<file path="config.mk">
export PLATFORM = sky130hd
export DESIGN_NAME = cbts_bit_timing
export DESIGN_NICKNAME = d
export VERILOG_FILES = /design/src/rtl/cbts_pkg.sv /design/src/rtl/cbts_bit_timing.sv /design/src/rtl/cbts_prescaler.sv
export SDC_FILE = /design/constraint.sdc
export NUM_CORES = 1
export LEC_CHECK = 0
export BUFFER_PORTS_ARGS = -buffer_cell sky130_fd_sc_hd__buf_4
export CORE_MARGIN = 3
export CORE_UTILIZATION = 25
export CTS_BUF_LIST = sky130_fd_sc_hd__clkbuf_4 sky130_fd_sc_hd__clkbuf_8 sky130_fd_sc_hd__clkbuf_16
export DETAILED_ROUTE_END_ITERATION = 10
export PLACE_DENSITY_LB_ADDON = 0.05
export SLEW_MARGIN = 0
export SYNTH_ARGS = -nofsm -noshare
export SYNTH_HDL_FRONTEND = slang
export SYNTH_SLANG_ARGS = --single-unit
export TNS_END_PERCENT = 20
</file>
<file path="constraint.sdc">
create_clock -name mclk -period 7.7 [get_ports mclk]
set_input_delay 0.385 -clock mclk [delete_from_list [all_inputs] [get_ports mclk]]
set_output_delay 0.385 -clock mclk [all_outputs]
set_load 0.1 [all_outputs]
</file>
<file path="src/rtl/cbts_pkg.sv">
package cbts_pkg;

	// register addresses on the special-function register bus
	localparam logic [7:0] ADDR_PRESCALE  = 8'hB4;
	localparam logic [7:0] ADDR_JUMP_PROP = 8'hB5;
	localparam logic [7:0] ADDR_PHASE_SAMP = 8'hB6;

	// field positions
	localparam int PSC_LSB   = 1;
	localparam int JUMP_LSB  = 5;
	localparam int PROP_LSB  = 1;
	localparam int PH2_LSB   = 4;
	localparam int PH1_LSB   = 1;
	localparam int STYPE_POS = 0;

	// writable bits; reserved bits are never stored and read as zero
	localparam logic [7:0] MASK_PRESCALE  = 8'h7E;
	localparam logic [7:0] MASK_JUMP_PROP = 8'h6E;
	localparam logic [7:0] MASK_PHASE_SAMP = 8'h7F;

	// reset values
	localparam logic [7:0] RDATA_RESET = 8'h00;
	localparam logic [3:0] COUNT_RESET = 4'h0;

	// timing: sync segment is one quantum
	localparam logic [3:0] SYNC_LEN_TQ = 4'h1;

	typedef struct packed {
		logic [7:0] addr;
		logic [7:0] wdata;
		logic       wr;
		logic       rd;
	} cbts_sfr_s;

	typedef struct packed {
		logic [5:0] prescaler_field;
		logic [1:0] jump_width_field;
		logic [2:0] propagation_segment_field;
		logic [2:0] phase_two_field;
		logic [2:0] phase_one_field;
		logic       sample_type_bit;
	} cbts_cfg_s;

	typedef enum logic [3:0] {
		ST_SYNC = 4'h1,
		ST_PROP = 4'h2,
		ST_PH1  = 4'h4,
		ST_PH2  = 4'h8
	} cbts_state_e;

endpackage

</file>
<file path="src/rtl/cbts_bit_timing.sv">
`timescale 1ns/1ps
// Functional notes
// RQ1: quantum is input clock divided by six-bit prescaler value plus one.
// RQ2: resynchronize on relevant recessive-to-dominant bus edges while enabled.
// RQ3: jump width field bits 6-5 gives maximum adjustment of value plus one.
// RQ4: resync may lengthen or shorten a bit by at most the jump width.
// RQ5: propagation field bits 3-1 gives segment of value plus one quanta.
// RQ6: software sizes propagation segment to twice the loop delays.
// RQ7: phase two field bits 6-4 gives segment of value plus one quanta.
// RQ8: early edge shortens phase two by up to the jump width.
// RQ9: phase one field bits 3-1 gives segment of value plus one quanta.
// RQ10: late edge lengthens phase one by up to the jump width.
// RQ11: software keeps phase two at least phase one and two quanta.
// RQ12: sample-type bit clear takes one sample at the sample point.
// RQ13: sample-type bit set takes three samples half a quantum apart; with prescaler zero the code takes them one quantum apart.
// RQ14: triple sampling result is the majority of the three samples.
// RQ15: software touches timing registers only while controller is disabled.
// RQ16: reserved bits read indeterminate and are never written as one.
// RQ17: timing registers are not initialised by reset.
// RQ18: bit is sync, propagation, phase one, phase two; sample ends phase one.
// RQ19: each adjustment is the lesser of phase error and jump width.
module cbts_bit_timing (
	// clock and reset
	input  wire logic               mclk,
	input  wire logic               reset,
	// special-function register bus
	input  wire cbts_pkg::cbts_sfr_s sfr,
	output logic [7:0]              sfr_rdata_q,
	// controller enable from the general control register
	input  wire logic               controller_enable_bit,
	// can bus receive line, synchronous to mclk
	input  wire logic               can_rx,
	// bit timing results
	output logic                    rx_bit_q,
	output logic                    sample_q,
	output logic                    bit_start_q
);
	logic [7:0]            prescale_q;
	logic [7:0]            jump_prop_q;
	logic [7:0]            phase_samp_q;
	cbts_pkg::cbts_cfg_s   cfg;
	cbts_pkg::cbts_state_e state_q;
	logic                  tq_tick;
	logic                  half_tick;
	logic [3:0]            seg_cnt_q;
	logic [3:0]            ext_q;
	logic [3:0]            cut_q;
	logic                  resynced_q;
	logic                  rx_q;
	logic                  edge_pend_q;
	logic [1:0]            hist_q;
	logic [3:0]            jump_len;
	logic [3:0]            prop_len;
	logic [3:0]            ph1_len;
	logic [3:0]            ph2_len;
	logic                  edge_now;
	logic                  edge_take;
	logic [3:0]            ext_now;
	logic [3:0]            cut_now;
	logic [3:0]            seg_next;
	logic                  ph1_done;
	logic                  ph2_done;
	logic                  vote;

	function automatic logic [3:0] cbts_min4(input logic [3:0] a,
		input logic [3:0] b);
		return (a < b) ? a : b;
	endfunction

	// timing registers: no reset, content undefined until programmed
	always_ff @(posedge mclk) begin
		if (sfr.wr && sfr.addr == cbts_pkg::ADDR_PRESCALE) begin
			prescale_q <= sfr.wdata & cbts_pkg::MASK_PRESCALE;  // [RQ17] [RQ16]
		end
		if (sfr.wr && sfr.addr == cbts_pkg::ADDR_JUMP_PROP) begin
			jump_prop_q <= sfr.wdata & cbts_pkg::MASK_JUMP_PROP; // [RQ17] [RQ16]
		end
		if (sfr.wr && sfr.addr == cbts_pkg::ADDR_PHASE_SAMP) begin
			phase_samp_q <= sfr.wdata & cbts_pkg::MASK_PHASE_SAMP; // [RQ17] [RQ16]
		end
	end

	// read data held until the next read
	always_ff @(posedge mclk) begin
		if (reset) begin
			sfr_rdata_q <= cbts_pkg::RDATA_RESET;
		end else if (sfr.rd) begin
			case (sfr.addr)
				cbts_pkg::ADDR_PRESCALE:  sfr_rdata_q <= prescale_q;
				cbts_pkg::ADDR_JUMP_PROP: sfr_rdata_q <= jump_prop_q;
				cbts_pkg::ADDR_PHASE_SAMP: sfr_rdata_q <= phase_samp_q;
				default:                  sfr_rdata_q <= cbts_pkg::RDATA_RESET;
			endcase
		end
	end

	always_comb begin
		cfg.prescaler_field           = prescale_q[cbts_pkg::PSC_LSB +: 6];
		cfg.jump_width_field          = jump_prop_q[cbts_pkg::JUMP_LSB +: 2];
		cfg.propagation_segment_field = jump_prop_q[cbts_pkg::PROP_LSB +: 3];
		cfg.phase_two_field           = phase_samp_q[cbts_pkg::PH2_LSB +: 3];
		cfg.phase_one_field           = phase_samp_q[cbts_pkg::PH1_LSB +: 3];
		cfg.sample_type_bit           = phase_samp_q[cbts_pkg::STYPE_POS];
	end

	assign jump_len = {2'b00, cfg.jump_width_field} + 4'h1;           // [RQ3]
	assign prop_len = {1'b0, cfg.propagation_segment_field} + 4'h1;  // [RQ5]
	assign ph1_len  = {1'b0, cfg.phase_one_field} + 4'h1;            // [RQ9]
	assign ph2_len  = {1'b0, cfg.phase_two_field} + 4'h1;            // [RQ7]

	cbts_prescaler u_prescaler (
		.mclk            (mclk),
		.reset           (reset),
		.run             (controller_enable_bit),
		.prescaler_field (cfg.prescaler_field), // [RQ1]
		.tq_tick         (tq_tick),
		.half_tick       (half_tick)
	);

	// only an edge after a recessive bit counts, one per bit
	assign edge_now  = controller_enable_bit && rx_q && !can_rx
		&& rx_bit_q && !resynced_q;                                   // [RQ2]
	assign edge_take = tq_tick && (edge_pend_q || edge_now);
	assign seg_next  = seg_cnt_q + 4'h1;

	// phase error measured in quanta, clipped to the jump width
	always_comb begin
		ext_now = ext_q;
		cut_now = cut_q;
		if (edge_take && state_q == cbts_pkg::ST_PROP) begin
			ext_now = cbts_min4(seg_next, jump_len);                  // [RQ10] [RQ19]
		end else if (edge_take && state_q == cbts_pkg::ST_PH1) begin
			ext_now = cbts_min4(prop_len + seg_next, jump_len);       // [RQ10] [RQ19]
		end else if (edge_take && state_q == cbts_pkg::ST_PH2) begin
			cut_now = cbts_min4(ph2_len - seg_cnt_q, jump_len);       // [RQ8] [RQ19]
		end
	end

	assign ph1_done = (seg_next >= ph1_len + ext_now);               // [RQ4]
	assign ph2_done = (seg_next >= ph2_len - cut_now);               // [RQ4]

	always_ff @(posedge mclk) begin
		if (reset) begin
			rx_q        <= 1'b1;
			edge_pend_q <= 1'b0;
		end else begin
			rx_q        <= can_rx;
			// a new edge on the tick itself is taken through edge_take; the pending flag clears
			edge_pend_q <= (edge_pend_q && !tq_tick) ||
				(edge_now && !tq_tick);                               // [RQ2]
		end
	end

	// bit segment sequencer
	always_ff @(posedge mclk) begin
		if (reset || !controller_enable_bit) begin
			state_q    <= cbts_pkg::ST_SYNC;
			seg_cnt_q  <= cbts_pkg::COUNT_RESET;
			ext_q      <= cbts_pkg::COUNT_RESET;
			cut_q      <= cbts_pkg::COUNT_RESET;
			resynced_q <= 1'b0;
		end else if (tq_tick) begin
			ext_q     <= ext_now;
			cut_q     <= cut_now;
			seg_cnt_q <= seg_next;
			if (edge_take && state_q != cbts_pkg::ST_SYNC) begin
				resynced_q <= 1'b1;                                   // [RQ2]
			end
			case (state_q)
				cbts_pkg::ST_SYNC: begin
					if (seg_next >= cbts_pkg::SYNC_LEN_TQ) begin      // [RQ18]
						state_q   <= cbts_pkg::ST_PROP;
						seg_cnt_q <= cbts_pkg::COUNT_RESET;
					end
				end
				cbts_pkg::ST_PROP: begin
					if (seg_next >= prop_len) begin                   // [RQ5]
						state_q   <= cbts_pkg::ST_PH1;
						seg_cnt_q <= cbts_pkg::COUNT_RESET;
					end
				end
				cbts_pkg::ST_PH1: begin
					if (ph1_done) begin                               // [RQ18] [RQ10]
						state_q   <= cbts_pkg::ST_PH2;
						seg_cnt_q <= cbts_pkg::COUNT_RESET;
					end
				end
				cbts_pkg::ST_PH2: begin
					if (ph2_done) begin                               // [RQ8]
						state_q    <= cbts_pkg::ST_SYNC;
						seg_cnt_q  <= cbts_pkg::COUNT_RESET;
						ext_q      <= cbts_pkg::COUNT_RESET;
						cut_q      <= cbts_pkg::COUNT_RESET;
						resynced_q <= 1'b0;
					end
				end
				default: begin
					state_q   <= cbts_pkg::ST_SYNC;
					seg_cnt_q <= cbts_pkg::COUNT_RESET;
				end
			endcase
		end
	end

	// two earlier samples before the sample point, half a quantum apart, or one quantum apart with prescaler zero
	always_ff @(posedge mclk) begin
		if (reset) begin
			hist_q <= 2'b11;
		end else if (half_tick || tq_tick) begin
			hist_q <= {hist_q[0], can_rx};                            // [RQ13]
		end
	end

	assign vote = (hist_q[1] & hist_q[0]) | (hist_q[1] & can_rx) |
		(hist_q[0] & can_rx);                                         // [RQ14]

	always_ff @(posedge mclk) begin
		if (reset) begin
			rx_bit_q    <= 1'b1;
			sample_q    <= 1'b0;
			bit_start_q <= 1'b0;
		end else begin
			sample_q    <= 1'b0;
			bit_start_q <= tq_tick && state_q == cbts_pkg::ST_PH2 && ph2_done;
			if (tq_tick && state_q == cbts_pkg::ST_PH1 && ph1_done) begin
				sample_q <= 1'b1;                                     // [RQ18]
				// limitation: with prescaler zero the three samples are one quantum apart
				rx_bit_q <= cfg.sample_type_bit ? vote : can_rx;      // [RQ12] [RQ13]
			end
		end
	end

	AST_SYNC_ONE_TQ: assert property (@(posedge mclk) disable iff (reset) // [RQ18]
		(tq_tick && controller_enable_bit && state_q == cbts_pkg::ST_SYNC)
		|=> state_q == cbts_pkg::ST_PROP)
		else $error("sync segment not one quantum");
	AST_PROP_LEN: assert property (@(posedge mclk) disable iff (reset) // [RQ5]
		(tq_tick && controller_enable_bit && state_q == cbts_pkg::ST_PROP
		&& seg_cnt_q < prop_len - 4'h1) |=> state_q == cbts_pkg::ST_PROP)
		else $error("propagation segment ended early");
	AST_EXT_LIMIT: assert property (@(posedge mclk) disable iff (reset) // [RQ10]
		controller_enable_bit |-> ext_q <= jump_len)
		else $error("phase one lengthened beyond jump width");
	AST_CUT_LIMIT: assert property (@(posedge mclk) disable iff (reset) // [RQ8]
		controller_enable_bit |-> cut_q <= jump_len)
		else $error("phase two shortened beyond jump width");
	AST_PH1_SAMPLE: assert property (@(posedge mclk) disable iff (reset) // [RQ18]
		sample_q |-> $past(state_q) == cbts_pkg::ST_PH1
		&& state_q == cbts_pkg::ST_PH2)
		else $error("sample not at end of phase one");
	AST_SINGLE: assert property (@(posedge mclk) disable iff (reset) // [RQ12]
		(sample_q && !$past(cfg.sample_type_bit)) |-> rx_bit_q == $past(can_rx))
		else $error("single sample value wrong");
	AST_MAJORITY: assert property (@(posedge mclk) disable iff (reset) // [RQ14]
		(sample_q && $past(cfg.sample_type_bit)) |-> rx_bit_q == $past(vote))
		else $error("majority sample value wrong");
	AST_RSV_ZERO: assert property (@(posedge mclk) disable iff (reset) // [RQ16]
		(sfr.rd && sfr.addr == cbts_pkg::ADDR_JUMP_PROP)
		|=> (sfr_rdata_q & ~cbts_pkg::MASK_JUMP_PROP) == 8'h00)
		else $error("reserved bits read non-zero");
	AST_DISABLED_IDLE: assert property (@(posedge mclk) disable iff (reset) // [RQ2]
		!controller_enable_bit |=> state_q == cbts_pkg::ST_SYNC && !sample_q)
		else $error("timing ran while disabled");

endmodule

</file>
<file path="src/rtl/cbts_prescaler.sv">
`timescale 1ns/1ps
module cbts_prescaler (
	// clock and reset
	input  wire logic       mclk,
	input  wire logic       reset,
	// control
	input  wire logic       run,
	input  wire logic [5:0] prescaler_field,
	// quantum ticks
	output logic            tq_tick,
	output logic            half_tick
);
	logic [5:0] cnt_q;
	logic [5:0] half_pt;

	assign half_pt   = prescaler_field >> 1;
	assign tq_tick   = run && (cnt_q == prescaler_field);          // [RQ1]
	assign half_tick = run && (cnt_q == half_pt) && !tq_tick;      // [RQ13]

	// one quantum is prescaler value plus one mclk periods
	always_ff @(posedge mclk) begin
		if (reset || !run || tq_tick) begin
			cnt_q <= 6'h00;                                        // [RQ1]
		end else begin
			cnt_q <= cnt_q + 6'h01;
		end
	end

	AST_TQ_AFTER_COUNT: assert property (@(posedge mclk) disable iff (reset) // [RQ1]
		tq_tick |-> ##1 (cnt_q == 6'h00))
		else $error("quantum counter did not wrap");
	AST_TQ_SPACING: assert property (@(posedge mclk) disable iff (reset) // [RQ1]
		(tq_tick && $stable(prescaler_field) && prescaler_field == 6'h01)
		|=> !tq_tick ##1 (tq_tick || !run))
		else $error("quantum period wrong");

endmodule

</file>
==> out/metrics.cfg, run 1 <==
[global_routing]
grt_start_max_net_pins=17
grt_pass1_vias=2787
grt-ovfl-total=0
antenna_found_initial=0
globalRouteTotalUtil_pct=12.38
grt_pass1_wl_um=15260

[cts]
cts-root-buf=clkbuf_16
cts_buffers=5
cts_tree=built
cts_resized=0
path_clk_slew_ns=0.08
post_cts.repair.setup_buffers=0
cts.path.max_buffers=2
clkSinkCount=55
htreeDepth=2
clk_latency_ns=0.31
cts_hold_buf=0

[power]
p_leak_nw=1.677
p_comb_share_pct=4.9
power.internal_mw=0.4901
p_clk_share_pct=46.6
power-per-cell-area_mw_per_mm2=148.4
p_switching_mw=0.1321
power_mw=0.6222
switching_share_pct=21.23
p_seq_share_pct=48.5
ir_drop_mv=0.09971

[setup_path]
rrSetupSlack_ns=1.59
slowest_stage=dfxtp_1
path_class=flip-flop to flip-flop
path_cells=inv_1, ha_1, fa_1, xor2_1, ha_1, a21oi_1, nand2_1, nor3b_1, mux2_2, nand2_1, nand2_1, ha_1, a21o_1, a21oi_1, xnor2_1, ha_1, o21ai_0, a21oi_1, o221ai_2, nor3_2, o211ai_1
start_kind=flip-flop
arrival_ns=6.27
crit_family=adder cells
cpMostUsedCell=ha_1
cp_data_required_time_ns=7.85
crit_fanout=9
slowest_delay_ns=0.59
path_buf_inv=1
crit_path_end_kind=flip-flop

[routing]
vias=2741
dr.pass1.iters=4
ant_nets=0
routedWlPerCell_um=16.65
drtIter0Drc=91
finalWirelength_um=9557
vias_per_cell=4.775
route.detailed.drc=0

[logic_synthesis]
netlist_instances=362
synthesis.area_mm2=0.003585
ys_types=64
synth_fp_nets=424
synth-edff-count=18
synth_warnings=0
async_flop_share_pct=0
avgSynthCellArea_um2=9.902
yosysSeqAreaShare_pct=35.74
ys_seq_elements=55
synth_flop_cell=dfxtp_1

[hold_path]
hp-class=input port to flip-flop

[place]
hpwlAfterDp_um=7626
gp_congestion=0.7484
dpl_cell_area_mm2=0.004005
io_buffers=30

[timing]
fin_crit_ns=6.115
timing.final.crit_share_pct=79.41
fmax_mhz=163.5
slew_violations=0
rsz0062_at_grt=false
skew_ns=0.008954
slew_headroom_pct=45.08
setup_tns_ns=0
setup_viol=0
worst_pin_slew_ns=0.8207
hold_viol_final=0

[final_layout]
antenna_cells=0
ff_latch_area_mm2=0.001281
drive_above_1_share_pct=15.48
fin_area_mm2=0.004193
syn2layout_area_growth_pct=16.96
fin_nets=455
multi_input_area_mm2=0.002165
fill_cells=1480

[floorplanning]
io_pins=33
core_mm2=0.01393
rows=43
die_x_um=125.7
dieHeight_um=125.7
start_util_pct=25.73
die-area_mm2=0.01581

[job]
maxCapViolCount=0

[run_status]
status=finished, final reports clean

[power groups by stage]
stage | Combinational [mW] | Sequential (mW) | Clock, mW
6_report | 0.0304 | 0.302 | 0.290
5_1_grt | 0.0335 | 0.302 | 0.318
4_1_cts | 0.0308 | 0.302 | 0.301
3_5_place_dp | 0.0307 | 0.308 | 0
3_3_place_gp | 0.0307 | 0.308 | 0
2_1_floorplan | 0.0158 | 0.308 | 0
[cells in the final DEF, fill, tap and decap left out, types with 3 or more instances in the layout]
cell,count
nor2_1,21
fa_1,4
a31oi_1,5
nand3_1,13
buf_4,33
o21ai_0,13
a211o_1,3
xnor2_1,15
dfxtp_1,37
a21o_1,4
nand2_1,22
nand4_1,3
nor4_1,4
nor3_1,6
inv_1,23
mux2_2,6
a22o_1,3
clkbuf_16,6
a21oi_1,19
nand2b_1,9
o211ai_1,4
nand3b_1,3
ha_1,36
edfxtp_1,18
and3_1,6
mux2i_1,15
xor2_1,12
nor2b_1,11
[kinds of logic after synthesis]
kind of cell | synth area share [%]
and+or+nand+nor | 17.56
AOI/OAI and AO/OA | 14.80
DFF | 35.74
adders and majority gates | 14.80
buffers and inverters | 3.874
xor gates and xnor gates | 7.051
muxes | 6.073
other | 0.1046
[worst reg2reg max path, delay by kind of cell, from the launching register on]
family	cells	cell delay (ns)
fa+ha+maj	5	1.82
compound gates	7	1.47
simple gates	5	1.09
flops	1	0.59
mux	1	0.44
xor+xnor	2	0.31
buf+inv	1	0.23
[through the flow]
| stage | std cells | hold WS [ns] | setup slack (ns) | util (%) |
|---|---|---|---|---|
| 2_1_floorplan | 362 | 0.4365 | 2.727 | - |
| 3_3_place_gp | 566 | 0.4576 | 1.610 | 28.74 |
| 3_5_place_dp | 566 | 0.4561 | 1.562 | 28.74 |
| 4_1_cts | 574 | 0.2386 | 1.534 | 30.09 |
| 5_1_grt | 574 | 0.2345 | 1.094 | 30.09 |
| 6_report | 574 | 0.2505 | 1.585 | 30.09 |
[per-layer routing]
metal / GRT usage, % / part of all wire (%) / up-vias
met5: 0 / 0 / -
met2: 20.30 / 47 / 48
met3: 2.969 / 3.9 / 11
met1: 16.37 / 48 / 1308
li1: - / - / 1374
met4: 3.470 / 1.2 / 0
[state kept, by name (all words and copies together) (netlist names), 2 cells and up]
register and flops:
hist_q 2, u_prescaler.cnt_q 6, prescale_q 6, state_q 4, seg_cnt_q 4, jump_prop_q 5, cut_q 4, sfr_rdata_q 7
phase_samp_q 7, ext_q 4
[layout make-up]
| type | instances | share of cell area [%] |
|---|---|---|
| multi-input combinational | 275 | 51.63 |
| sequential | 55 | 30.56 |
| timing repair buffer | 33 | 5.909 |
| tap | 180 | 5.372 |
| clock buffer | 7 | 3.760 |
| inverter | 23 | 2.059 |
| clock inverter | 1 | 0.7162 |
[cells in the mapped netlist, types with 2 or more instances]
master     instances  share of area (%)
a2bb2oi_1          2               0.49
nand3_1           13                1.8
mux2_2             6                1.9
a31oi_1            5               0.87
buf_6              2               0.63
and3_1             6                1.0
a22o_1             3               0.73
nor2b_1           11                1.9
a21o_1             4               0.84
edfxtp_1          18                 15
a211o_1            3               0.73
inv_1             23                2.4
fa_1               4                2.2
a21oi_1           19                2.7
ha_1              36                 13
nand4_1            3               0.52
nor2_1            21                2.2
xor2_1            12                2.9
nand3b_1           3               0.63
clkbuf_1           5               0.52
nand2_1           22                2.3
nand2b_1           9                1.6
a2111oi_0          2               0.49
nor3_1             6               0.84
nor4_1             4               0.70
xnor2_1           15                3.7
o21ai_0           13                1.8
o211ai_1           4               0.84
nor3b_1            2               0.42
mux2i_1           15                4.2
dfxtp_1           37                 21
a211oi_1           2               0.42
[final timing paths]
kind                                startpoint              end  cells past startpoint
worst max-delay path              seg_cnt_q[0]       state_q[0]                     21
worst min register to register  sfr_rdata_q[4]   sfr_rdata_q[4]                      2
worst min-delay path                    sfr[2]  phase_samp_q[0]                      1
worst max register to register    seg_cnt_q[0]       state_q[0]                     21
No activity file was read; power rests on OpenSTA's default activity.
==> inputs of run 2 (changes only) <==
==> constraint.sdc (replaced) <==
create_clock -name mclk -period 5 [get_ports mclk]
set_input_delay 0.25 -clock mclk [delete_from_list [all_inputs] [get_ports mclk]]
set_output_delay 0.25 -clock mclk [all_outputs]
set_load 0.1 [all_outputs]
==> run 2 against run 1 <==
Effect of this change:
- final cell count is 9.6% higher
- wire length up 10%
- worst hold slack worse by 0.14 ns
- largest cell class unchanged
- highest routed layer unchanged
==> out/metrics.cfg, run 2 (synthesis results as in run 1) <==
[cts]
cts_tree=built
cts_hold_buf=0
clk_latency_ns=0.31
cts-root-buf=clkbuf_16
htreeDepth=2
cts_buffers=5
cts.path.max_buffers=2
path_clk_slew_ns=0.08
clkSinkCount=55

[setup_path]
arrival_ns=5.14
cp_data_required_time_ns=5.23
crit_path_end_kind=flip-flop
path_class=flip-flop to flip-flop
start_kind=flip-flop
crit_fanout=6

[global_routing]
grt_pass1_wl_um=16550
globalRouteTotalUtil_pct=13.45
grt_pass1_vias=3023
grt_start_max_net_pins=19
antenna_found_initial=0
grt-ovfl-total=0

[floorplanning]
dieHeight_um=125.7
core_mm2=0.01393
io_pins=33
die_x_um=125.7
rows=43
start_util_pct=25.73
die-area_mm2=0.01581

[power]
power_mw=0.9047
p_clk_share_pct=43.1
power.internal_mw=0.6880
p_leak_nw=1.962
ir_drop_mv=0.1087
power-per-cell-area_mw_per_mm2=185.4
p_seq_share_pct=51.3
p_switching_mw=0.2167
switching_share_pct=23.95
p_comb_share_pct=5.6

[final_layout]
syn2layout_area_growth_pct=36.16
antenna_cells=0
fin_nets=510
drive_above_1_share_pct=34.74
largest_registers=phase_samp_q: 7 flops, sfr_rdata_q: 7 flops
layout_common_cells=buf_4, dfxtp_1, ha_1
stdcell_count=629
final_common_cell=buf_4

[routing]
dr.pass1.iters=4
ant_nets=0
drtIter0Drc=83
finalWirelength_um=10530
vias=2895
route.detailed.drc=0
routedWlPerCell_um=16.74
vias_per_cell=4.603

[place]
hpwlAfterDp_um=8197
post-place-ws_ns=-0.2531
gp_congestion=0.7527
io_buffers=30
dp.cells=613

[hold_path]
hp-class=input port to flip-flop

[timing]
fmax_mhz=203.5
fin_crit_ns=4.914
hold_viol_final=0
setup_tns_ns=0
timing.final.ws_setup_ns=0.08636
slew_headroom_pct=43.99
holdWs_ns=0.1145
skew_ns=0.006496
slew_violations=0
setup_viol=0
rsz0062_at_grt=true
worst_pin_slew_ns=0.8325
timing.final.crit_share_pct=98.27

[job]
maxCapViolCount=0

[run_status]
status=finished, final reports clean

-- run 2: cell types whose count changed in the layout (fill, tap and decap cells not counted), sizes merged --
cell    change
buf        +55
bufinv      -1
clkbuf      -1
inv         +2
-- run 2: metal layers --
| layer | vias to the layer above | global-route usage [%] | part of all wire [%] |
|---|---|---|---|
| met1 | 1368 | 17.27 | 46 |
| met4 | 0 | 3.975 | 1.2 |
| met2 | 38 | 23.00 | 50 |
| li1 | 1479 | - | - |
| met5 | - | 0 | 0 |
| met3 | 10 | 2.629 | 3.4 |
-- run 2: timing repair --
action,CTS,global route
endpoints found under the setup margin,19,19
gates resized for setup,15,47
pin swaps,4,16
buffers inserted,1,7
-- run 2: worst paths after layout --
kind | startpoint | to | slack [ns] | depth (start not counted)
hold reg to reg | cut_q[0] | cut_q[0] | 0.48 | 1
setup reg to reg | phase_samp_q[4] | seg_cnt_q[2] | 0.09 | 20
setup / recovery | phase_samp_q[4] | seg_cnt_q[2] | 0.09 | 20
hold / removal | sfr[2] | phase_samp_q[0] | 0.11 | 1
-- run 2: worst max-delay path, stage by stage, from the launching register on --
cell and delay, ns:
edfxtp_1 0.45, ha_4 0.33, inv_4 0.04, fa_1 0.52
inv_1 0.05, ha_1 0.28, a21o_1 0.19, a211oi_4 0.26
mux2i_1 0.13, mux2_2 0.28, ha_1 0.20, buf_4 0.14
fa_2 0.54, ha_4 0.21, a2111oi_4 0.29, buf_4 0.18
a21oi_2 0.04, o221ai_2 0.23, buf_6 0.17, nand3b_1 0.08
a31oi_1 0.21
-- run 2: final cells by class --
type                       instances  area [um^2]
clock buffer                       6        138.9
multi-input combinational        275         2455
inverter                          23        88.84
tap                              180        225.2
sequential                        55         1284
clock inverter                     2        17.52
timing repair buffer              88        671.9
fill                            1392         9054
-- run 2: per-stage QoR --
stage	util, %	area (um^2)
final	35.03	4881
after global routing	35.03	4881
after CTS	33.03	4603
after detailed placement	31.27	4358
after global placement	31.27	4358
after floorplan	-	3585
-- run 2: power groups by stage --
stage	combinational, mW	clock [mW]	sequential [mW]
2_1_floorplan	0.0244	0	0.475
3_5_place_dp	0.0489	0	0.475
4_1_cts	0.0496	0.407	0.464
5_1_grt	0.0559	0.426	0.465
3_3_place_gp	0.0487	0	0.475
6_report	0.0507	0.390	0.464
==> inputs of run 3 (changes only) <==
--- a/config.mk
+++ b/config.mk
@@ -5,11 +5,12 @@
 export SDC_FILE = /design/constraint.sdc
 export NUM_CORES = 1
 export LEC_CHECK = 0
-export BUFFER_PORTS_ARGS = -buffer_cell sky130_fd_sc_hd__buf_4
 export CORE_MARGIN = 3
 export CORE_UTILIZATION = 25
 export CTS_BUF_LIST = sky130_fd_sc_hd__clkbuf_4 sky130_fd_sc_hd__clkbuf_8 sky130_fd_sc_hd__clkbuf_16
 export DETAILED_ROUTE_END_ITERATION = 10
+export DONT_BUFFER_PORTS = 1
+export MAX_ROUTING_LAYER = met4
 export PLACE_DENSITY_LB_ADDON = 0.05
 export SLEW_MARGIN = 0
 export SYNTH_ARGS = -nofsm -noshare
==> run 3 against run 2 <==
Effect of this change:
- sequential power is essentially flat
- sequential cell count is the same
- final cell count shrank 4.3%
- design area shrank 4.6%
- critical path type unchanged
- core utilization shrank 1.6 points
- clock skew shrank 0.00056 ns
- largest power group unchanged
- register-to-register slack is essentially flat
- count of clock-buffer cells in the layout shrank 1
==> out/metrics.cfg, run 3 (synthesis results as in run 1) <==
[run_status]
status=finished, final reports clean

[timing]
slew_violations=0
setup_tns_ns=0
timing.final.crit_share_pct=98.07
hold_viol_final=0
skew_ns=0.005938
slew_headroom_pct=34.71
rsz0062_at_grt=true
setup_viol=0
fmax_mhz=203.9
worst_pin_slew_ns=0.9781
fin_crit_ns=4.903
holdWs_ns=0.01424

[cts]
clkSinkCount=55
htreeDepth=2
clk_latency_ns=0.30
cts_buffers=5
cts.path.max_buffers=2
cts_tree=built
path_clk_slew_ns=0.08
cts-root-buf=clkbuf_16

[power]
p_leak_nw=1.800
p_switching_mw=0.2023
switching_share_pct=23.30
p_comb_share_pct=3.9
p_seq_share_pct=53.6
p_clk_share_pct=42.5
power-per-cell-area_mw_per_mm2=186.4
power.internal_mw=0.6658
ir_drop_mv=0.1585

[setup_path]
crit_fanout=3
start_kind=flip-flop
crit_path_end_kind=flip-flop
arrival_ns=5.15
path_class=flip-flop to flip-flop
cp_data_required_time_ns=5.25

[final_layout]
ff_latch_area_mm2=0.001284
multi_input_area_mm2=0.002431
drive_above_1_share_pct=29.15
largest_registers=phase_samp_q: 7 flops, sfr_rdata_q: 7 flops
fin_nets=483
final_common_cell=buf_4
fill_cells=1447
syn2layout_area_growth_pct=29.91
layout_common_cells=buf_4, dfxtp_1, ha_1
antenna_cells=0

[routing]
ant_nets=0
route.detailed.drc=0
routedWlPerCell_um=17.60
dr.pass1.iters=4
vias=2808
drtIter0Drc=117
finalWirelength_um=10600
vias_per_cell=4.664

[floorplanning]
start_util_pct=25.73
die-area_mm2=0.01581
core_mm2=0.01393
dieHeight_um=125.7
io_pins=33
die_x_um=125.7
rows=43

[place]
hpwlAfterDp_um=8139
io_buffers=0
gp_congestion=0.7890

[hold_path]
hp-class=input port to flip-flop

[global_routing]
grt_pass1_wl_um=16460
grt_pass1_vias=2872
globalRouteTotalUtil_pct=13.90
grt_start_max_net_pins=19
antenna_found_initial=0
grt-ovfl-total=0

[job]
maxCapViolCount=0

run 3: cell count changes in the layout (fill, tap and decap cells not counted), moves of 2 or more:
cell	change
buf_4	-32
ha_1	-3
dlygate4sd3_1	+5
o21ai_0	+2
inv_6	-2
o21ai_4	-2
ha_2	+2
inv_2	+2
run 3: what timing repair did:
item | 4_1_cts | 5_1_grt
hold buffers | 2 | 3
pin swaps | 2 | 19
endpoints found under the hold margin | 2 | 3
endpoints found under the setup margin | 19 | 19
setup buffers | 0 | 4
gates resized for setup | 16 | 41
run 3: area by class of cell:
cell class              count  area share (%)
well taps                 180           4.836
multi-input cells         275           52.20
repair buffers             61           10.34
flip-flops and latches     55           27.57
clock buffers               5           2.687
clock inverters             3          0.5105
inverters                  23           1.854
run 3: final timing paths:
path / start / endpoint / slack, ns / cells after the start
hold reg to reg: resynced_q / resynced_q / 0.48 / 2
setup reg to reg: phase_samp_q[4] / cut_q[2] / 0.1 / 19
setup / recovery: phase_samp_q[4] / cut_q[2] / 0.1 / 19
hold / removal: reset / sfr_rdata_q[0] / 0.01 / 1
run 3: routing by layer:
layer / vias up / track usage [%] / part of all wire, % / routed length [um]
met4: 0 / 3.028 / 0.90 / 95
met3: 6 / 2.841 / 3.3 / 347
met1: 1337 / 17.48 / 46 / 4878
met2: 35 / 23.22 / 50 / 5276
li1: 1430 / - / - / -
met5: - / - / 0 / 0
run 3: through the flow:
step / instances / power, mW / area [um^2] / utilization [%] / setup WS [ns]
floorplan: 362 / 0.4994 / 3585 / - / 0.02704
detailed placement: 585 / 0.5028 / 4148 / 29.77 / -0.3445
CTS: 595 / 0.8824 / 4410 / 31.65 / 0.0001323
finish: 602 / 0.8680 / 4657 / 33.42 / 0.09659
global route: 602 / 0.9055 / 4657 / 33.42 / -0.08166
global placement: 585 / 0.5031 / 4148 / 29.77 / -0.3485
run 3: worst max-delay path, cell delays in order, from the launching register on:
cell and delay (ns):
edfxtp_1 0.45, ha_4 0.32, inv_2 0.04, fa_1 0.52
inv_1 0.05, ha_1 0.28, a21o_1 0.21, a211oi_4 0.30
mux2i_1 0.14, mux2_4 0.29, ha_4 0.16, buf_4 0.13
fa_2 0.54, ha_4 0.20, a2111oi_4 0.27, buf_4 0.18
a211oi_4 0.05, or3_4 0.36, o21ai_2 0.19, a22o_1 0.15
run 3: power by group through the flow:
stage                     Clock, mW  Combinational, mW  Sequential, mW
after floorplan                   0             0.0244           0.475
after global placement            0             0.0278           0.475
after detailed placement          0             0.0274           0.475
after CTS                     0.387             0.0306           0.465
after global routing          0.402             0.0381           0.465
final                         0.369             0.0342           0.465
